File: src/rtl/dgmc_pkg.sv
package dgmc_pkg;

    // register indices on the plain port
    localparam logic [3:0] PLAYBACK_GAIN_OFS = 4'h2;
    localparam logic [3:0] MIXER_GAIN_OFS = 4'h3;
    localparam logic [3:0] STEP_CTRL_OFS = 4'h4;
    localparam logic [3:0] IRQ_STATUS_OFS = 4'h8;
    localparam logic [3:0] IRQ_MASK_OFS = 4'h9;

    // playback register fields
    localparam int LEFT_MUTE_BIT = 15;
    localparam int LEFT_ATTEN_LSB = 8;
    localparam int RIGHT_MUTE_BIT = 7;
    localparam int RIGHT_ATTEN_LSB = 0;

    // mixer register fields
    localparam int SIDE_MUTE_BIT = 15;
    localparam int SIDE_GAIN_LSB = 8;
    localparam int SELECTOR_LSB = 5;
    localparam int ADC_CONNECT_BIT = 4;
    localparam int PHONE_ADC_BIT = 3;
    localparam int SIDE_FLAG_BIT = 0;

    // reset values and the sidetone gain clamp
    localparam logic [6:0] ATTEN_RESET = 7'h7F;
    localparam logic [6:0] SIDE_GAIN_RESET = 7'h45;
    localparam logic [6:0] SIDE_GAIN_CLAMP = 7'h5D;
    localparam logic [2:0] SELECTOR_RESET = 3'h0;

    // interrupt events: bit0 left settled, bit1 right settled, bit2 sidetone settled
    localparam int EVENT_COUNT = 3;

    // source select one-hot: headset, handset, aux one, aux two
    typedef enum logic [3:0] {
        DGMC_SRC_HEADSET = 4'h1,
        DGMC_SRC_HANDSET = 4'h2,
        DGMC_SRC_AUX_ONE = 4'h4,
        DGMC_SRC_AUX_TWO = 4'h8
    } dgmc_src_e;

    // stepper state
    typedef enum logic [1:0] {
        DGMC_IDLE = 2'h1,
        DGMC_STEP = 2'h2
    } dgmc_step_e;

endpackage

File: src/rtl/dgmc_gain_stepper.sv
`timescale 1ns/1ps
`default_nettype none

// walks an applied 7-bit code toward a target, one step per enabled tick
module dgmc_gain_stepper
    import dgmc_pkg::*;
#(
    parameter logic [6:0] RESET_CODE = 7'h7F
)
(
    // clock and reset
    input wire logic mclk,
    input wire logic srst,
    // control
    input wire logic stepTick,
    input wire logic [6:0] target,
    // status
    output logic [6:0] applied,
    output logic settled
);
    dgmc_step_e state;
    dgmc_step_e next_state;
    wire logic differ = (applied != target);
    wire logic goUp = (target > applied);
    wire logic [6:0] next_applied = goUp ? applied + 7'h01 : applied - 7'h01;

    always_comb
    begin
        case (state)
            DGMC_IDLE: next_state = differ ? DGMC_STEP : DGMC_IDLE;
            DGMC_STEP: next_state = differ ? DGMC_STEP : DGMC_IDLE;
            default: next_state = DGMC_IDLE;
        endcase
    end

    always_ff @(posedge mclk)
    begin
        if (srst)
        begin
            state <= DGMC_IDLE;
            applied <= RESET_CODE;
            settled <= 1'b0;
        end
        else
        begin
            state <= next_state;
            if (state == DGMC_STEP && differ && stepTick)
                applied <= next_applied;
            settled <= (applied == target);
        end
    end
endmodule // dgmc_gain_stepper

`default_nettype wire

File: src/rtl/dac_gain_mixer_ctl.sv
// The strobed register port was chosen for this implementation.
`timescale 1ns/1ps
`default_nettype none

// What this block does
// RULE_01: left playback mute bit silences left channel; resets to one.
// RULE_02: left attenuation 7-bit code, 0.5 dB steps, 0 to -63.5 dB; resets all ones.
// RULE_03: right playback mute bit silences right channel; resets to one.
// RULE_04: right attenuation separate 7-bit code, same scale; resets all ones.
// RULE_05: sidetone mute bit mutes the analog sidetone path; resets to one.
// RULE_06: sidetone gain linear from -34.5 dB, 0 dB at 1000101, clamped at 12 dB.
// RULE_07: selector codes 000..011 pick one single-ended source; resets to 000.
// RULE_08: selector codes 100..111 connect the four differential pairs in order.
// RULE_09: software must not rely on sidetone while differential input is chosen.
// RULE_10: connect bit routes the selected input to the ADC; resets to zero.
// RULE_11: phone bit connects the cellular phone input to the ADC; resets zero.
// RULE_12: read-only sidetone flag is one when applied gain equals setting.
// RULE_13: playback gain steps 0.5 dB per word clock, or per two when set.
// RULE_14: mixer bits 2..1 read zero; flag bit and reserved bits ignore writes.
module dac_gain_mixer_ctl
    import dgmc_pkg::*;
(
    // clock and reset
    input wire logic mclk,
    input wire logic srst,
    // register port
    input wire logic [3:0] regAddr,
    input wire logic [15:0] regWdata,
    input wire logic regWr,
    input wire logic regRd,
    output logic [15:0] regRdata,
    // word clock tick, one cycle per sample period
    input wire logic wordTick,
    // playback controls
    output logic leftPlaybackMute,
    output logic [6:0] leftPlaybackAttenuation,
    output logic rightPlaybackMute,
    output logic [6:0] rightPlaybackAttenuation,
    // sidetone controls
    output logic sidetoneMute,
    output logic [6:0] sidetoneGain,
    // adc input switches, one-hot per source
    output logic [3:0] adcPositiveSource,
    output logic [3:0] adcNegativeSource,
    output logic adcDifferential,
    output logic phoneModuleToAdc,
    // interrupt
    output logic irq
);
    import dgmc_pkg::*;

    // programmed fields
    logic leftMute;
    logic [6:0] leftAtten;
    logic rightMute;
    logic [6:0] rightAtten;
    logic sideMute;
    logic [6:0] sideGainSet;
    logic [2:0] inputSelector;
    logic adcInputConnect;
    logic phoneAdc;
    logic stepRateControl;
    logic [EVENT_COUNT-1:0] irqStatus;
    logic [EVENT_COUNT-1:0] irqMask;
    logic stepHalf;

    // applied values and settled flags
    logic [6:0] leftApplied;
    logic [6:0] rightApplied;
    logic [6:0] sideApplied;
    logic leftSettled;
    logic rightSettled;
    logic sidetoneGainSettledFlag;
    logic [EVENT_COUNT-1:0] settledPrev;
    logic [1:0] eventArm;

    function automatic logic [3:0] srcOneHot(input logic [1:0] code);
        srcOneHot = 4'h1 << code;
    endfunction

    // address decode
    wire logic wrPlay = regWr && (regAddr == PLAYBACK_GAIN_OFS);
    wire logic wrMix = regWr && (regAddr == MIXER_GAIN_OFS);
    wire logic wrStep = regWr && (regAddr == STEP_CTRL_OFS);
    wire logic wrStat = regWr && (regAddr == IRQ_STATUS_OFS);
    wire logic wrMask = regWr && (regAddr == IRQ_MASK_OFS);

    // step pacing: playback every word clock, or every second one when the rate bit is set; sidetone every word clock
    wire logic playTick = wordTick && (!stepRateControl || stepHalf); // RULE_13
    wire logic sideTick = wordTick;

    // gain above 12 dB is clamped; soft-stepping aims at the clamped value
    wire logic [6:0] sideTarget = (sideGainSet > SIDE_GAIN_CLAMP) ? SIDE_GAIN_CLAMP
                                                                  : sideGainSet; // RULE_06

    wire logic [EVENT_COUNT-1:0] settledNow = {sidetoneGainSettledFlag, rightSettled,
                                               leftSettled};
    // settled flags leave reset low and rise once on their own; arming late hides that edge
    wire logic [EVENT_COUNT-1:0] settleRise = settledNow & ~settledPrev
                                              & {EVENT_COUNT{eventArm[1]}};

    wire logic [15:0] playWord = {leftMute, leftAtten, rightMute, rightAtten};
    // reserved bits 2..1 are held at zero on read
    wire logic [15:0] mixWord = {sideMute, sideGainSet, inputSelector, adcInputConnect,
                                 phoneAdc, 2'b00, sidetoneGainSettledFlag}; // RULE_14 RULE_12
    wire logic [15:0] stepWord = {15'h0000, stepRateControl};
    wire logic [15:0] statWord = {13'h0000, irqStatus};
    wire logic [15:0] maskWord = {13'h0000, irqMask};
    wire logic [15:0] next_rdata =
        (regAddr == PLAYBACK_GAIN_OFS) ? playWord :
        (regAddr == MIXER_GAIN_OFS) ? mixWord :
        (regAddr == STEP_CTRL_OFS) ? stepWord :
        (regAddr == IRQ_STATUS_OFS) ? statWord :
        (regAddr == IRQ_MASK_OFS) ? maskWord : 16'h0000;

    // input routing; diff codes pair a mic (selector bit 1) with an aux (selector bit 0)
    wire logic diffSel = inputSelector[2];
    wire logic [3:0] posSel = diffSel ? srcOneHot({1'b0, inputSelector[1]})
                                      : srcOneHot(inputSelector[1:0]); // RULE_07 RULE_08
    wire logic [3:0] negSel = diffSel ? srcOneHot({1'b1, inputSelector[0]})
                                      : 4'h0; // RULE_08
    wire logic [3:0] next_pos = adcInputConnect ? posSel : 4'h0; // RULE_10
    wire logic [3:0] next_neg = adcInputConnect ? negSel : 4'h0; // RULE_10

    // playback path: a muted channel outputs mute regardless of stepping
    always_ff @(posedge mclk)
    begin
        if (srst)
        begin
            leftMute <= 1'b1;
            leftAtten <= ATTEN_RESET;
            rightMute <= 1'b1;
            rightAtten <= ATTEN_RESET;
        end
        else if (wrPlay)
        begin
            leftMute <= regWdata[LEFT_MUTE_BIT]; // RULE_01
            leftAtten <= regWdata[LEFT_ATTEN_LSB+:7]; // RULE_02
            rightMute <= regWdata[RIGHT_MUTE_BIT]; // RULE_03
            rightAtten <= regWdata[RIGHT_ATTEN_LSB+:7]; // RULE_04
        end
    end

    // flag and reserved bits are not stored, so writes there have no effect
    always_ff @(posedge mclk)
    begin
        if (srst)
        begin
            sideMute <= 1'b1;
            sideGainSet <= SIDE_GAIN_RESET;
            inputSelector <= SELECTOR_RESET;
            adcInputConnect <= 1'b0;
            phoneAdc <= 1'b0;
        end
        else if (wrMix)
        begin
            sideMute <= regWdata[SIDE_MUTE_BIT]; // RULE_05
            sideGainSet <= regWdata[SIDE_GAIN_LSB+:7]; // RULE_06
            inputSelector <= regWdata[SELECTOR_LSB+:3]; // RULE_07
            adcInputConnect <= regWdata[ADC_CONNECT_BIT]; // RULE_10
            phoneAdc <= regWdata[PHONE_ADC_BIT]; // RULE_11
        end
    end

    always_ff @(posedge mclk)
    begin
        if (srst)
        begin
            stepRateControl <= 1'b0;
            stepHalf <= 1'b0;
            irqMask <= '0;
        end
        else
        begin
            if (wrStep)
                stepRateControl <= regWdata[0];
            if (wrMask)
                irqMask <= regWdata[EVENT_COUNT-1:0];
            if (wordTick)
                stepHalf <= !stepHalf;
        end
    end

    // sticky events: a new event wins over a write-one clear in the same cycle
    always_ff @(posedge mclk)
    begin
        if (srst)
        begin
            irqStatus <= '0;
            settledPrev <= '0;
            eventArm <= 2'b00;
        end
        else
        begin
            settledPrev <= settledNow;
            eventArm <= {eventArm[0], 1'b1};
            irqStatus <= (irqStatus & ~(wrStat ? regWdata[EVENT_COUNT-1:0] : '0))
                         | settleRise;
        end
    end

    dgmc_gain_stepper #(.RESET_CODE(ATTEN_RESET)) leftStepper (
        .mclk(mclk), .srst(srst), .stepTick(playTick), .target(leftAtten),
        .applied(leftApplied), .settled(leftSettled)); // RULE_13
    dgmc_gain_stepper #(.RESET_CODE(ATTEN_RESET)) rightStepper (
        .mclk(mclk), .srst(srst), .stepTick(playTick), .target(rightAtten),
        .applied(rightApplied), .settled(rightSettled)); // RULE_13
    dgmc_gain_stepper #(.RESET_CODE(SIDE_GAIN_RESET)) sideStepper (
        .mclk(mclk), .srst(srst), .stepTick(sideTick), .target(sideTarget),
        .applied(sideApplied), .settled(sidetoneGainSettledFlag)); // RULE_12

    // outputs, all registered
    always_ff @(posedge mclk)
    begin
        if (srst)
        begin
            regRdata <= 16'h0000;
            leftPlaybackMute <= 1'b1;
            leftPlaybackAttenuation <= ATTEN_RESET;
            rightPlaybackMute <= 1'b1;
            rightPlaybackAttenuation <= ATTEN_RESET;
            sidetoneMute <= 1'b1;
            sidetoneGain <= SIDE_GAIN_RESET;
            adcPositiveSource <= 4'h0;
            adcNegativeSource <= 4'h0;
            adcDifferential <= 1'b0;
            phoneModuleToAdc <= 1'b0;
            irq <= 1'b0;
        end
        else
        begin
            regRdata <= regRd ? next_rdata : 16'h0000;
            leftPlaybackMute <= leftMute; // RULE_01
            leftPlaybackAttenuation <= leftApplied; // RULE_02
            rightPlaybackMute <= rightMute; // RULE_03
            rightPlaybackAttenuation <= rightApplied; // RULE_04
            // sidetone is meaningless on differential inputs; software must keep it muted
            sidetoneMute <= sideMute; // RULE_05 RULE_09
            sidetoneGain <= sideApplied; // RULE_06
            adcPositiveSource <= next_pos;
            adcNegativeSource <= next_neg;
            adcDifferential <= adcInputConnect && diffSel; // RULE_08
            phoneModuleToAdc <= phoneAdc; // RULE_11
            irq <= |(irqStatus & irqMask);
        end
    end
endmodule // dac_gain_mixer_ctl

`default_nettype wire

File: config.mk
export PLATFORM = sky130hd
export DESIGN_NAME = dac_gain_mixer_ctl
export DESIGN_NICKNAME = d
export VERILOG_FILES = /design/src/rtl/dgmc_pkg.sv /design/src/rtl/dgmc_gain_stepper.sv /design/src/rtl/dac_gain_mixer_ctl.sv
export SDC_FILE = /design/constraint.sdc
export NUM_CORES = 1
export LEC_CHECK = 0
export ABC_AREA = 1
export BUFFER_PORTS_ARGS = -buffer_cell sky130_fd_sc_hd__buf_2
export CAP_MARGIN = 40
export CORE_ASPECT_RATIO = 1.1
export CORE_MARGIN = 2
export CORE_UTILIZATION = 57
export DETAILED_ROUTE_END_ITERATION = 12
export GPL_TIMING_DRIVEN = 0
export PLACE_DENSITY = 0.86
export SLEW_MARGIN = 20
export SYNTH_ARGS = -nofsm -noshare
export SYNTH_HDL_FRONTEND = slang
export SYNTH_SLANG_ARGS = --single-unit
export TNS_END_PERCENT = 50
File: constraint.sdc
create_clock -name mclk -period 3.4 [get_ports mclk]
set_clock_uncertainty 0.05 [all_clocks]
set_input_delay 0.34 -clock mclk [delete_from_list [all_inputs] [get_ports mclk]]
set_output_delay 0.34 -clock mclk [all_outputs]
set_load 0.005 [all_outputs]
== Word level (Yosys, flattened, before mapping) ==
Cells that the tools add are included.
Storage, ports and cells
  bits in registers: 123
  input bits: 25
Cells by class
  add/subtract/negate cells: 6
  $lt $le $gt $ge: 4
  equal/unequal tests: 17
  shift-type cells: 3
  mux-type cells: 15
  bitwise gates (word level): 13
  reduce and logical (&&, ||, !) cells: 26
Operators by type and width (count)
  $mux W16: 2
  $mux W7: 4
  $add A7 B1 Y7 const B: 3
  $eq A7 B7 Y1: 3
  $gt A7 B7 Y1: 3
  $ne A7 B7 Y1: 3
  $sub A7 B1 Y7 const B: 3
  $reduce_or A2 Y1: 8
  $logic_and A1 B1 Y1: 13
  $and A3 B3 Y3: 4
  $mux W3: 4
  $eq A4 B2 Y1 const B: 2
  $eq A4 B4 Y1 const B: 2
  $shl A1 B2 Y4 const A: 2
  $gt A7 B7 Y1 const B: 1
  $eq A2 B1 Y1 const B: 3
  $eq A2 B2 Y1 const B: 3
  $mux W2: 3
  $not A1 Y1: 6
  $not A3 Y3: 2
  $reduce_or A3 Y1: 2
  $eq A4 B3 Y1 const B: 1
  $mux W4: 1
  $shl A1 B1 Y4 const A: 1
  other kinds (4): 5

== Longest topological paths before layout ==
Gate-level depths: netlist of the first run.
  word-level depth: 6
  depth in mapped cells: 22
  gate-level depth less buffers: 22

== By module ==
A second synthesis of the first run with hierarchy kept.
Second synthesis, totals
  cells, all modules: 718
  area, all modules: 5656.7 sq um
Modules (own cells, without submodules)
  dac_gain_mixer_ctl: instances 1, cells each 390, area each 3218.1 sq um, sequential area each 1821.7 sq um
  dgmc_gain_stepper at leftStepper ...: instances 2, cells each 109, area each 809.5 sq um, sequential area each 200.2 sq um
  dgmc_gain_stepper at sideStepper: instances 1, cells each 110, area each 819.5 sq um, sequential area each 200.2 sq um

== Worst setup path before layout of the first run ==
OpenSTA, ideal clock, no wires.
  kind: reg2reg
  start: reg sideGainSet[1]
  end: reg sideStepper.applied[6]
  arrival time: 2682 ps
  required time: 3220 ps
  slack: 538 ps
  stages on the path, launching flop included: 22
  buffers on the path: 0
  cell sequence: dfxtp_1 -> inv_1 -> o41ai_1 -> nand2_1 -> inv_1 -> nor2_1 -> ha_1 -> nand2_1 -> nor2_1 -> nand4_1 -> nand2_1 -> ha_1 -> nand2_1 -> nand2_1 -> nand2_1 -> nand2_1 -> nor2_1 -> inv_1 -> nand2_1 -> nand3_1 -> nand2_1 -> nand3_1
Between the ends
  longest elaborated chain between the ends: 5
  elaborated cells on any way between the ends: 7
  classes of those cells: 2 x order compare; 1 x eq/ne; 2 x mux; 2 x reduce/logical
RTL lines
  start: declaration: line dac_gain_mixer_ctl.sv:58  | logic [6:0] sideGainSet;
  start signal: assignment: line dac_gain_mixer_ctl.sv:158  | sideGainSet <= regWdata[SIDE_GAIN_LSB+:7];
  $gt A7 B7 Y1: line dac_gain_mixer_ctl.sv:93  | wire logic [6:0] sideTarget = (sideGainSet > SIDE_GAIN_CLAMP) ? SIDE_GAIN_CLAMP
  $mux W7 *: line dac_gain_mixer_ctl.sv:93
  branches (longest 3 deep; another with $gt A7 B7 Y1)
  end signal: assignment: line dgmc_gain_stepper.sv:48  | applied <= next_applied;
  end: declaration: line dgmc_gain_stepper.sv:18  | output logic [6:0] applied,
Mark *: on every way between the ends.
A chain may end at the register's enable or synchronous reset.

== Final worst setup path of the first run ==
  start: reg sideGainSet[1]
  end: reg sideStepper.applied[4]
The elaborated chain is that of the path after synthesis.

==> flow_metrics.env, run 1 <==
export IMPL_status="finished clean"
export IMPL_dr_pass1_iters=4
export IMPL_num_fill_cells=666
export IMPL_fin_crit_sh_pct=98.6
export IMPL_via_per_inst=5.66
export IMPL_leakage_uw=0.00325
export IMPL_cap_violations=0
export IMPL_die_width_um=96.5
export IMPL_min_path_cells=3
export IMPL_synth_top_family_by_area="simple AND/OR/NAND/NOR gates"
export IMPL_crit_cells=17
export IMPL_worst_r2r_endpoint="sideStepper.applied[4]"
export IMPL_grt_pass1_wl_um=22500
export IMPL_finalMaxSlewViolations=0
export IMPL_ir_worst_vdd_v=0.000338
export IMPL_drive_gt1_share_pct=17.6
export IMPL_diodes=0
export IMPL_syn_avg_cell_area_um2=7.91
export IMPL_grt_pass1_vias=4918
export IMPL_setup_viol=0
export IMPL_synth_compound_area_share_pct=13.9
export IMPL_clock_power_share_pct=51.1
export IMPL_final_cell_count_no_fill=906
export IMPL_met1_length_um=5380
export IMPL_yosysWarningCount=0
export IMPL_nets=843
export IMPL_num_rows=37
export IMPL_clk_latency_ps=530
export IMPL_min_path_type="primary input to register"
export IMPL_dr_wl_met3_um=1240
export IMPL_critPathSlowestCell="o41ai_2"
export IMPL_drt_iter0_drc=401
export IMPL_cts_buffers=17
export IMPL_start_kind="register"
export IMPL_worstPathCellList="inv_1, o41ai_2, nand2_1, inv_2, nor2_1, ha_1, nand2_1, nor2_1, nand4_1, nand2_2, ha_2, nand2_1, nand2_1, a31oi_1, xnor2_1, o21ai_0, inv_1"
export IMPL_die_height_um=106
export IMPL_tritoncts="yes"
export IMPL_synth_simple_area_share_pct=19.9
export IMPL_synthAdderAreaFrac_pct=10.2
export IMPL_areaGrowthSynthToFinish_pct=22.7
export IMPL_hp_start="regWdata[6]"
export IMPL_finalWirelength_um=14200
export IMPL_power_density_nw_per_um2=573
export IMPL_routed_via_count=5126
export IMPL_port_buffers=72
export IMPL_arrival_ps=3720
export IMPL_syn_inst=678
export IMPL_critPathMaxStageDelay_ps=350
export IMPL_top_layer="met4"
export IMPL_hold_viol_final=0
export IMPL_fin_hold_ws_ps=16.4
export IMPL_tightest_slew_ps=666
export IMPL_end_kind="register"
export IMPL_max_freq_mhz=298
export IMPL_drc_errors=0
export IMPL_die_area_um2=10200
export IMPL_worstSetupPathType="register to register"
export IMPL_overflow=0
export IMPL_clockBufferDepth=2
export IMPL_comb_power_share_pct=10.1
export IMPL_ff2ff_path_depth=17
export IMPL_wl_per_cell_um=15.7
export IMPL_rr_startpoint="sideGainSet[1]"
export IMPL_start_util_pct=57.9
export IMPL_cp_max_fo=7
export IMPL_grt_usage_pct=28.9
export IMPL_ioPinCount=76
export IMPL_cp_common_cell="nand2_1"
export IMPL_ys_ff_latch=121
export IMPL_gp_congestion=0.881
export IMPL_period_minus_slack_ps=3350
export IMPL_regToRegSetupSlack_ps=50
export IMPL_antenna_found_initial=0
export IMPL_place_inst=868
export IMPL_wl_met2_um=7030
export IMPL_syn_cell_area_um2=5360
export IMPL_p_switching_uw=905
export IMPL_coreArea_um2=9260
export IMPL_pwr_share_seq_pct=38.8
export IMPL_switching_share_pct=24.0
export IMPL_clock_sinks=121
export IMPL_dpl_hpwl_um=9700
export IMPL_holdPathEnd="rightAtten[6]"
export IMPL_synthMuxAreaShare_pct=0
export IMPL_grt_max_degree=17
export IMPL_htreeDepth=4
export IMPL_ys_types=41
export IMPL_crit_buf_inv=3
export IMPL_relSlewSlack_pct=55.6
export IMPL_intPower_uw=2860
export IMPL_crit_required_ps=3760
export IMPL_yosysSeqAreaShare_pct=45.2
export IMPL_path_clk_slew_ps=60
export IMPL_ant_nets=0
export IMPL_synthXorXnorAreaFrac_pct=0.817
export IMPL_cpLargestDelayFamily="simple AND/OR/NAND/NOR gates"
export IMPL_cts_root_buf="clkbuf_8"
-- cell type report --
| cell class | instances | area [um2] | area share [%] |
|---|---|---|---|
| inverter | 112 | 420 | 6.39 |
| multi-input combinational | 424 | 2430 | 37.0 |
| timing repair buffer | 78 | 410 | 6.24 |
| buffer | 22 | 109 | 1.66 |
| clock inverter | 12 | 198 | 3.01 |
| clock buffer | 20 | 435 | 6.62 |
| sequential | 121 | 2420 | 36.8 |
| tap | 117 | 146 | 2.23 |
-- power groups by stage --
stage          Sequential (uW)  Combinational, uW  Clock [uW]
2_1_floorplan             1490                246           0
3_3_place_gp              1490                319           0
3_5_place_dp              1490                343           0
4_1_cts                   1460                354        1930
6_report                  1460                382        1930
5_1_grt                   1460                421        2000
-- stage by stage --
step	util [%]	power (uW)	setup TNS [ps]	setup WS [ps]	instance area [um2]
2_1_floorplan	-	1740	0	538	5370
3_3_place_gp	63.4	1810	0	213	5870
3_5_place_dp	63.4	1840	0	89.6	5870
4_1_cts	70.5	3750	0	23.8	6530
5_1_grt	71.0	3890	-338	-99.0	6580
6_report	71.0	3770	0	48.2	6580
-- worst max-delay path by stage --
| stage | end | slack (ps) | startpoint |
|---|---|---|---|
| floorplan | sideStepper.applied[6] | 540 | sideGainSet[1] |
| global placement | sideStepper.applied[6] | 210 | sideGainSet[1] |
| detailed placement | sideStepper.applied[6] | 90 | sideGainSet[1] |
| CTS | sideStepper.applied[5] | 20 | sideGainSet[1] |
| global route | sideStepper.applied[6] | -100 | sideGainSet[2] |
| finish | sideStepper.applied[4] | 50 | sideGainSet[1] |
-- placed cells by master (no fill, tap or decap), types with 7 or more instances in the layout --
master,count
a21oi_1,44
buf_2,78
buf_4,7
clkbuf_1,13
clkbuf_16,16
dfxtp_1,121
ha_1,37
inv_1,105
nand2_1,141
nand3_1,25
nor2_1,54
o211ai_1,24
o21ai_0,26
o21ai_1,10
o22ai_1,13
-- flip-flops by register name, indices dropped and copies added (netlist names), 2 cells and up --
register                  flops
settledPrev                   3
rightStepper.applied          7
rightStepper.state            2
rightAtten                    7
eventArm                      2
inputSelector                 3
irqStatus                     3
adcPositiveSource             4
irqMask                       3
leftPlaybackAttenuation       7
sideGainSet                   7
leftAtten                     7
leftStepper.state             2
sideStepper.state             2
sideStepper.applied           7
sidetoneGain                  7
regRdata                     16
rightPlaybackAttenuation      7
leftStepper.applied           7
adcNegativeSource             2
-- cells in the mapped netlist --
cell type / number / area [um2]
nor3_4: 1 / 16.3
a21o_1: 4 / 30.0
nand2_1: 142 / 533
xnor2_1: 3 / 26.3
nor2_4: 1 / 11.3
buf_2: 6 / 30.0
clkinv_1: 1 / 3.75
nor4_1: 1 / 6.26
buf_4: 3 / 22.5
clkbuf_1: 11 / 41.3
nor2_1: 54 / 203
inv_2: 5 / 18.8
o211ai_1: 24 / 180
nor4_2: 1 / 12.5
buf_6: 1 / 11.3
nand3_2: 1 / 10.0
nand3_4: 1 / 17.5
xor2_1: 2 / 17.5
a31oi_1: 3 / 18.8
a211oi_1: 2 / 15.0
ha_1: 39 / 488
fa_1: 3 / 60.1
o22ai_1: 13 / 81.3
o41ai_1: 1 / 8.76
o21ai_1: 10 / 50.1
a22oi_1: 1 / 7.51
o21ai_0: 26 / 130
and2_1: 1 / 6.26
nor3_1: 3 / 15.0
nand4_1: 6 / 37.5
nand3b_1: 1 / 7.51
buf_1: 1 / 3.75
dfxtp_1: 121 / 2420
inv_1: 106 / 398
nand3_1: 25 / 125
nor3b_1: 2 / 15.0
nor2_2: 1 / 6.26
or2_2: 4 / 25.0
nor2_8: 1 / 20.0
conb_1: 1 / 3.75
a21oi_1: 45 / 225
-- worst register-to-register path: stages (launching register included) --
cell and delay [ps]:
dfxtp_1 300, inv_1 90, o41ai_2 350, nand2_1 150, inv_2 110, nor2_1 50, ha_1 260, nand2_1 60
nor2_1 160, nand4_1 270, nand2_2 260, ha_2 350, nand2_1 80, nand2_1 60, a31oi_1 180, xnor2_1 100
o21ai_0 270, inv_1 70
-- logic make-up after synthesis --
kind of cell | after synthesis
compound gates | 129
simple gates | 246
xor+xnor | 5
buf+inv | 134
fa+ha+maj | 42
flops | 121
other cells | 1
-- what timing repair did --
item,CTS,global route
hold buffers,2,0
resized for setup,0,7
hold endpoints to repair,2,0
endpoints found under the setup margin,0,4
buffers inserted,0,4
-- per-layer routing --
metal	GRT usage, %	vias to the layer above
met2	47.6	294
li1	-	2399
met3	7.93	55
met4	15.4	0
met5	0	-
met1	33.7	2378
Note: power is estimated with default switching activity, not from simulation.
==> inputs of run 2 (changes only) <==
--- a/config.mk
+++ b/config.mk
@@ -13,7 +13,8 @@
 export CORE_UTILIZATION = 57
 export DETAILED_ROUTE_END_ITERATION = 12
 export GPL_TIMING_DRIVEN = 0
-export PLACE_DENSITY = 0.86
+export PLACE_DENSITY = 0.9
+export SKIP_CTS_REPAIR_TIMING = 1
 export SLEW_MARGIN = 20
 export SYNTH_ARGS = -nofsm -noshare
 export SYNTH_HDL_FRONTEND = slang
==> flow_metrics.env, run 2 (same netlist as run 1, synthesis figures left out) <==
export IMPL_multi_input_area_um2=2450
export IMPL_period_minus_slack_ps=3340
export IMPL_max_freq_mhz=299
export IMPL_regToRegSetupSlack_ps=60
export IMPL_top_register="regRdata"
export IMPL_holdPathEnd="rightAtten[4]"
export IMPL_worstSetupPathType="register to register"
export IMPL_grt_max_degree=17
export IMPL_worst_r2r_endpoint="sideStepper.applied[5]"
export IMPL_power_uw=3640
export IMPL_fin_ws_ps=59.5
export IMPL_drive_gt1_share_pct=17.3
export IMPL_areaGrowthSynthToFinish_pct=21.6
export IMPL_cp_common_cell="nand2_1"
export IMPL_cts_root_buf="clkbuf_8"
export IMPL_startpoint="sideGainSet[1]"
export IMPL_worstPathCellList="inv_1, o41ai_2, nand2_1, inv_2, nor2_1, ha_1, nand2_1, nor2_1, nand4_1, nand2_4, ha_2, a21oi_1, nand2_1, nand3_1, nand2_1, nand2_1, nand2_1, o21ai_0, inv_1"
export IMPL_overflow=0
export IMPL_wl_per_cell_um=16.8
export IMPL_routed_via_count=5235
export IMPL_nets=840
export IMPL_num_rows=37
export IMPL_cap_violations=0
export IMPL_critPathSlowestCell="o41ai_2"
export IMPL_largest_reg_flops=16
export IMPL_drc_errors=0
export IMPL_ir_worst_vdd_v=0.000325
export IMPL_grt_pass1_wl_um=23300
export IMPL_ant_nets=0
export IMPL_min_path_type="primary input to register"
export IMPL_ioPinCount=76
export IMPL_gp_congestion=0.924
export IMPL_hp_start="regWdata[4]"
export IMPL_register_area_um2=2420
export IMPL_relSlewSlack_pct=50.8
export IMPL_grt_pass1_vias=5041
export IMPL_num_fill_cells=667
export IMPL_finalWirelength_um=15200
export IMPL_fin_hold_ws_ps=11.5
export IMPL_die_width_um=96.5
export IMPL_cts_buffers=17
export IMPL_htreeDepth=4
export IMPL_layout_common_cells="141 x nand2_1, 121 x dfxtp_1, 105 x inv_1"
export IMPL_cpLargestDelayFamily="simple AND/OR/NAND/NOR gates"
export IMPL_path_clk_slew_ps=60
export IMPL_cp_max_fo=7
export IMPL_end_kind="register"
export IMPL_coreArea_um2=9260
export IMPL_dpl_hpwl_um=9700
export IMPL_arrival_ps=3710
export IMPL_via_per_inst=5.80
export IMPL_port_buffers=72
export IMPL_leakage_uw=0.00322
export IMPL_crit_buf_inv=3
export IMPL_fin_crit_sh_pct=98.3
export IMPL_finalMaxSlewViolations=0
export IMPL_hold_viol_final=0
export IMPL_antenna_found_initial=0
export IMPL_dr_pass1_iters=6
export IMPL_min_path_cells=3
export IMPL_start_kind="register"
export IMPL_post_place_ws_ps=83.0
export IMPL_power_density_nw_per_um2=558
export IMPL_grt_usage_pct=29.8
export IMPL_final_common_cell="nand2_1"
export IMPL_crit_required_ps=3770
export IMPL_clk_latency_ps=520
export IMPL_tightest_slew_ps=738
export IMPL_critPathMaxStageDelay_ps=370
export IMPL_drt_iter0_drc=427
export IMPL_clockBufferDepth=2
export IMPL_clock_sinks=121
export IMPL_tritoncts="yes"
export IMPL_ff2ff_path_depth=19
export IMPL_die_height_um=106
export IMPL_start_util_pct=57.9
export IMPL_diodes=0
export IMPL_rr_startpoint="sideGainSet[1]"
export IMPL_die_area_um2=10200
export IMPL_status="finished clean"
export IMPL_setup_viol=0
==> run 2: cell types whose count changed in the layout (fill, tap and decap cells not counted), moves of 2 or more <==
cell           delta
clkbuf_1          +2
dlygate4sd3_1     -2
clkbuf_8          +2
bufinv_16         -2
clkinv_4          -2
==> run 2: cell type report <==
class / count / share of cell area, %
inverter: 112 / 6.45
sequential: 121 / 37.2
timing repair buffer: 75 / 5.87
tap: 117 / 2.25
multi-input combinational: 424 / 37.6
clock inverter: 8 / 1.80
buffer: 22 / 1.67
clock buffer: 24 / 7.22
==> run 2: how the worst max path moves through the flow <==
| stage | to | cells after the start |
|---|---|---|
| 6_report | sideStepper.applied[5] | 19 |
| 5_1_grt | sideStepper.applied[5] | 19 |
| 4_1_cts | sideStepper.applied[6] | 21 |
| 3_5_place_dp | sideStepper.applied[6] | 21 |
| 3_3_place_gp | sideStepper.applied[6] | 21 |
| 2_1_floorplan | sideStepper.applied[6] | 21 |
==> run 2: tightest hold or removal path, stage by stage <==
cell	delay [ps]
buf_2	90
nand2_1	50
o211ai_1	60
==> run 2: where the power goes <==
part | internal [uW] | switching, uW
clock | 1170 | 615
sequential | 1450 | 14.8
combinational | 136 | 253
total | 2760 | 883
==> run 2: per-layer routing <==
| metal | up-vias | GRT usage [%] | wire length [um] |
|---|---|---|---|
| li1 | 2386 | - | - |
| met1 | 2383 | 33.8 | 5440 |
| met2 | 383 | 49.6 | 7470 |
| met3 | 83 | 9.44 | 1510 |
| met4 | 0 | 15.2 | 761 |
| met5 | - | 0 | 0 |
==> run 2: per-stage QoR <==
stage | utilization, % | TNS [ps] | instances | cell area (um2)
3_3_place_gp | 63.4 | 0 | 868 | 5870
2_1_floorplan | - | 0 | 679 | 5370
3_5_place_dp | 63.4 | 0 | 868 | 5870
6_report | 70.4 | 0 | 903 | 6520
5_1_grt | 70.4 | -96.6 | 903 | 6520
4_1_cts | 69.8 | -20.0 | 900 | 6460
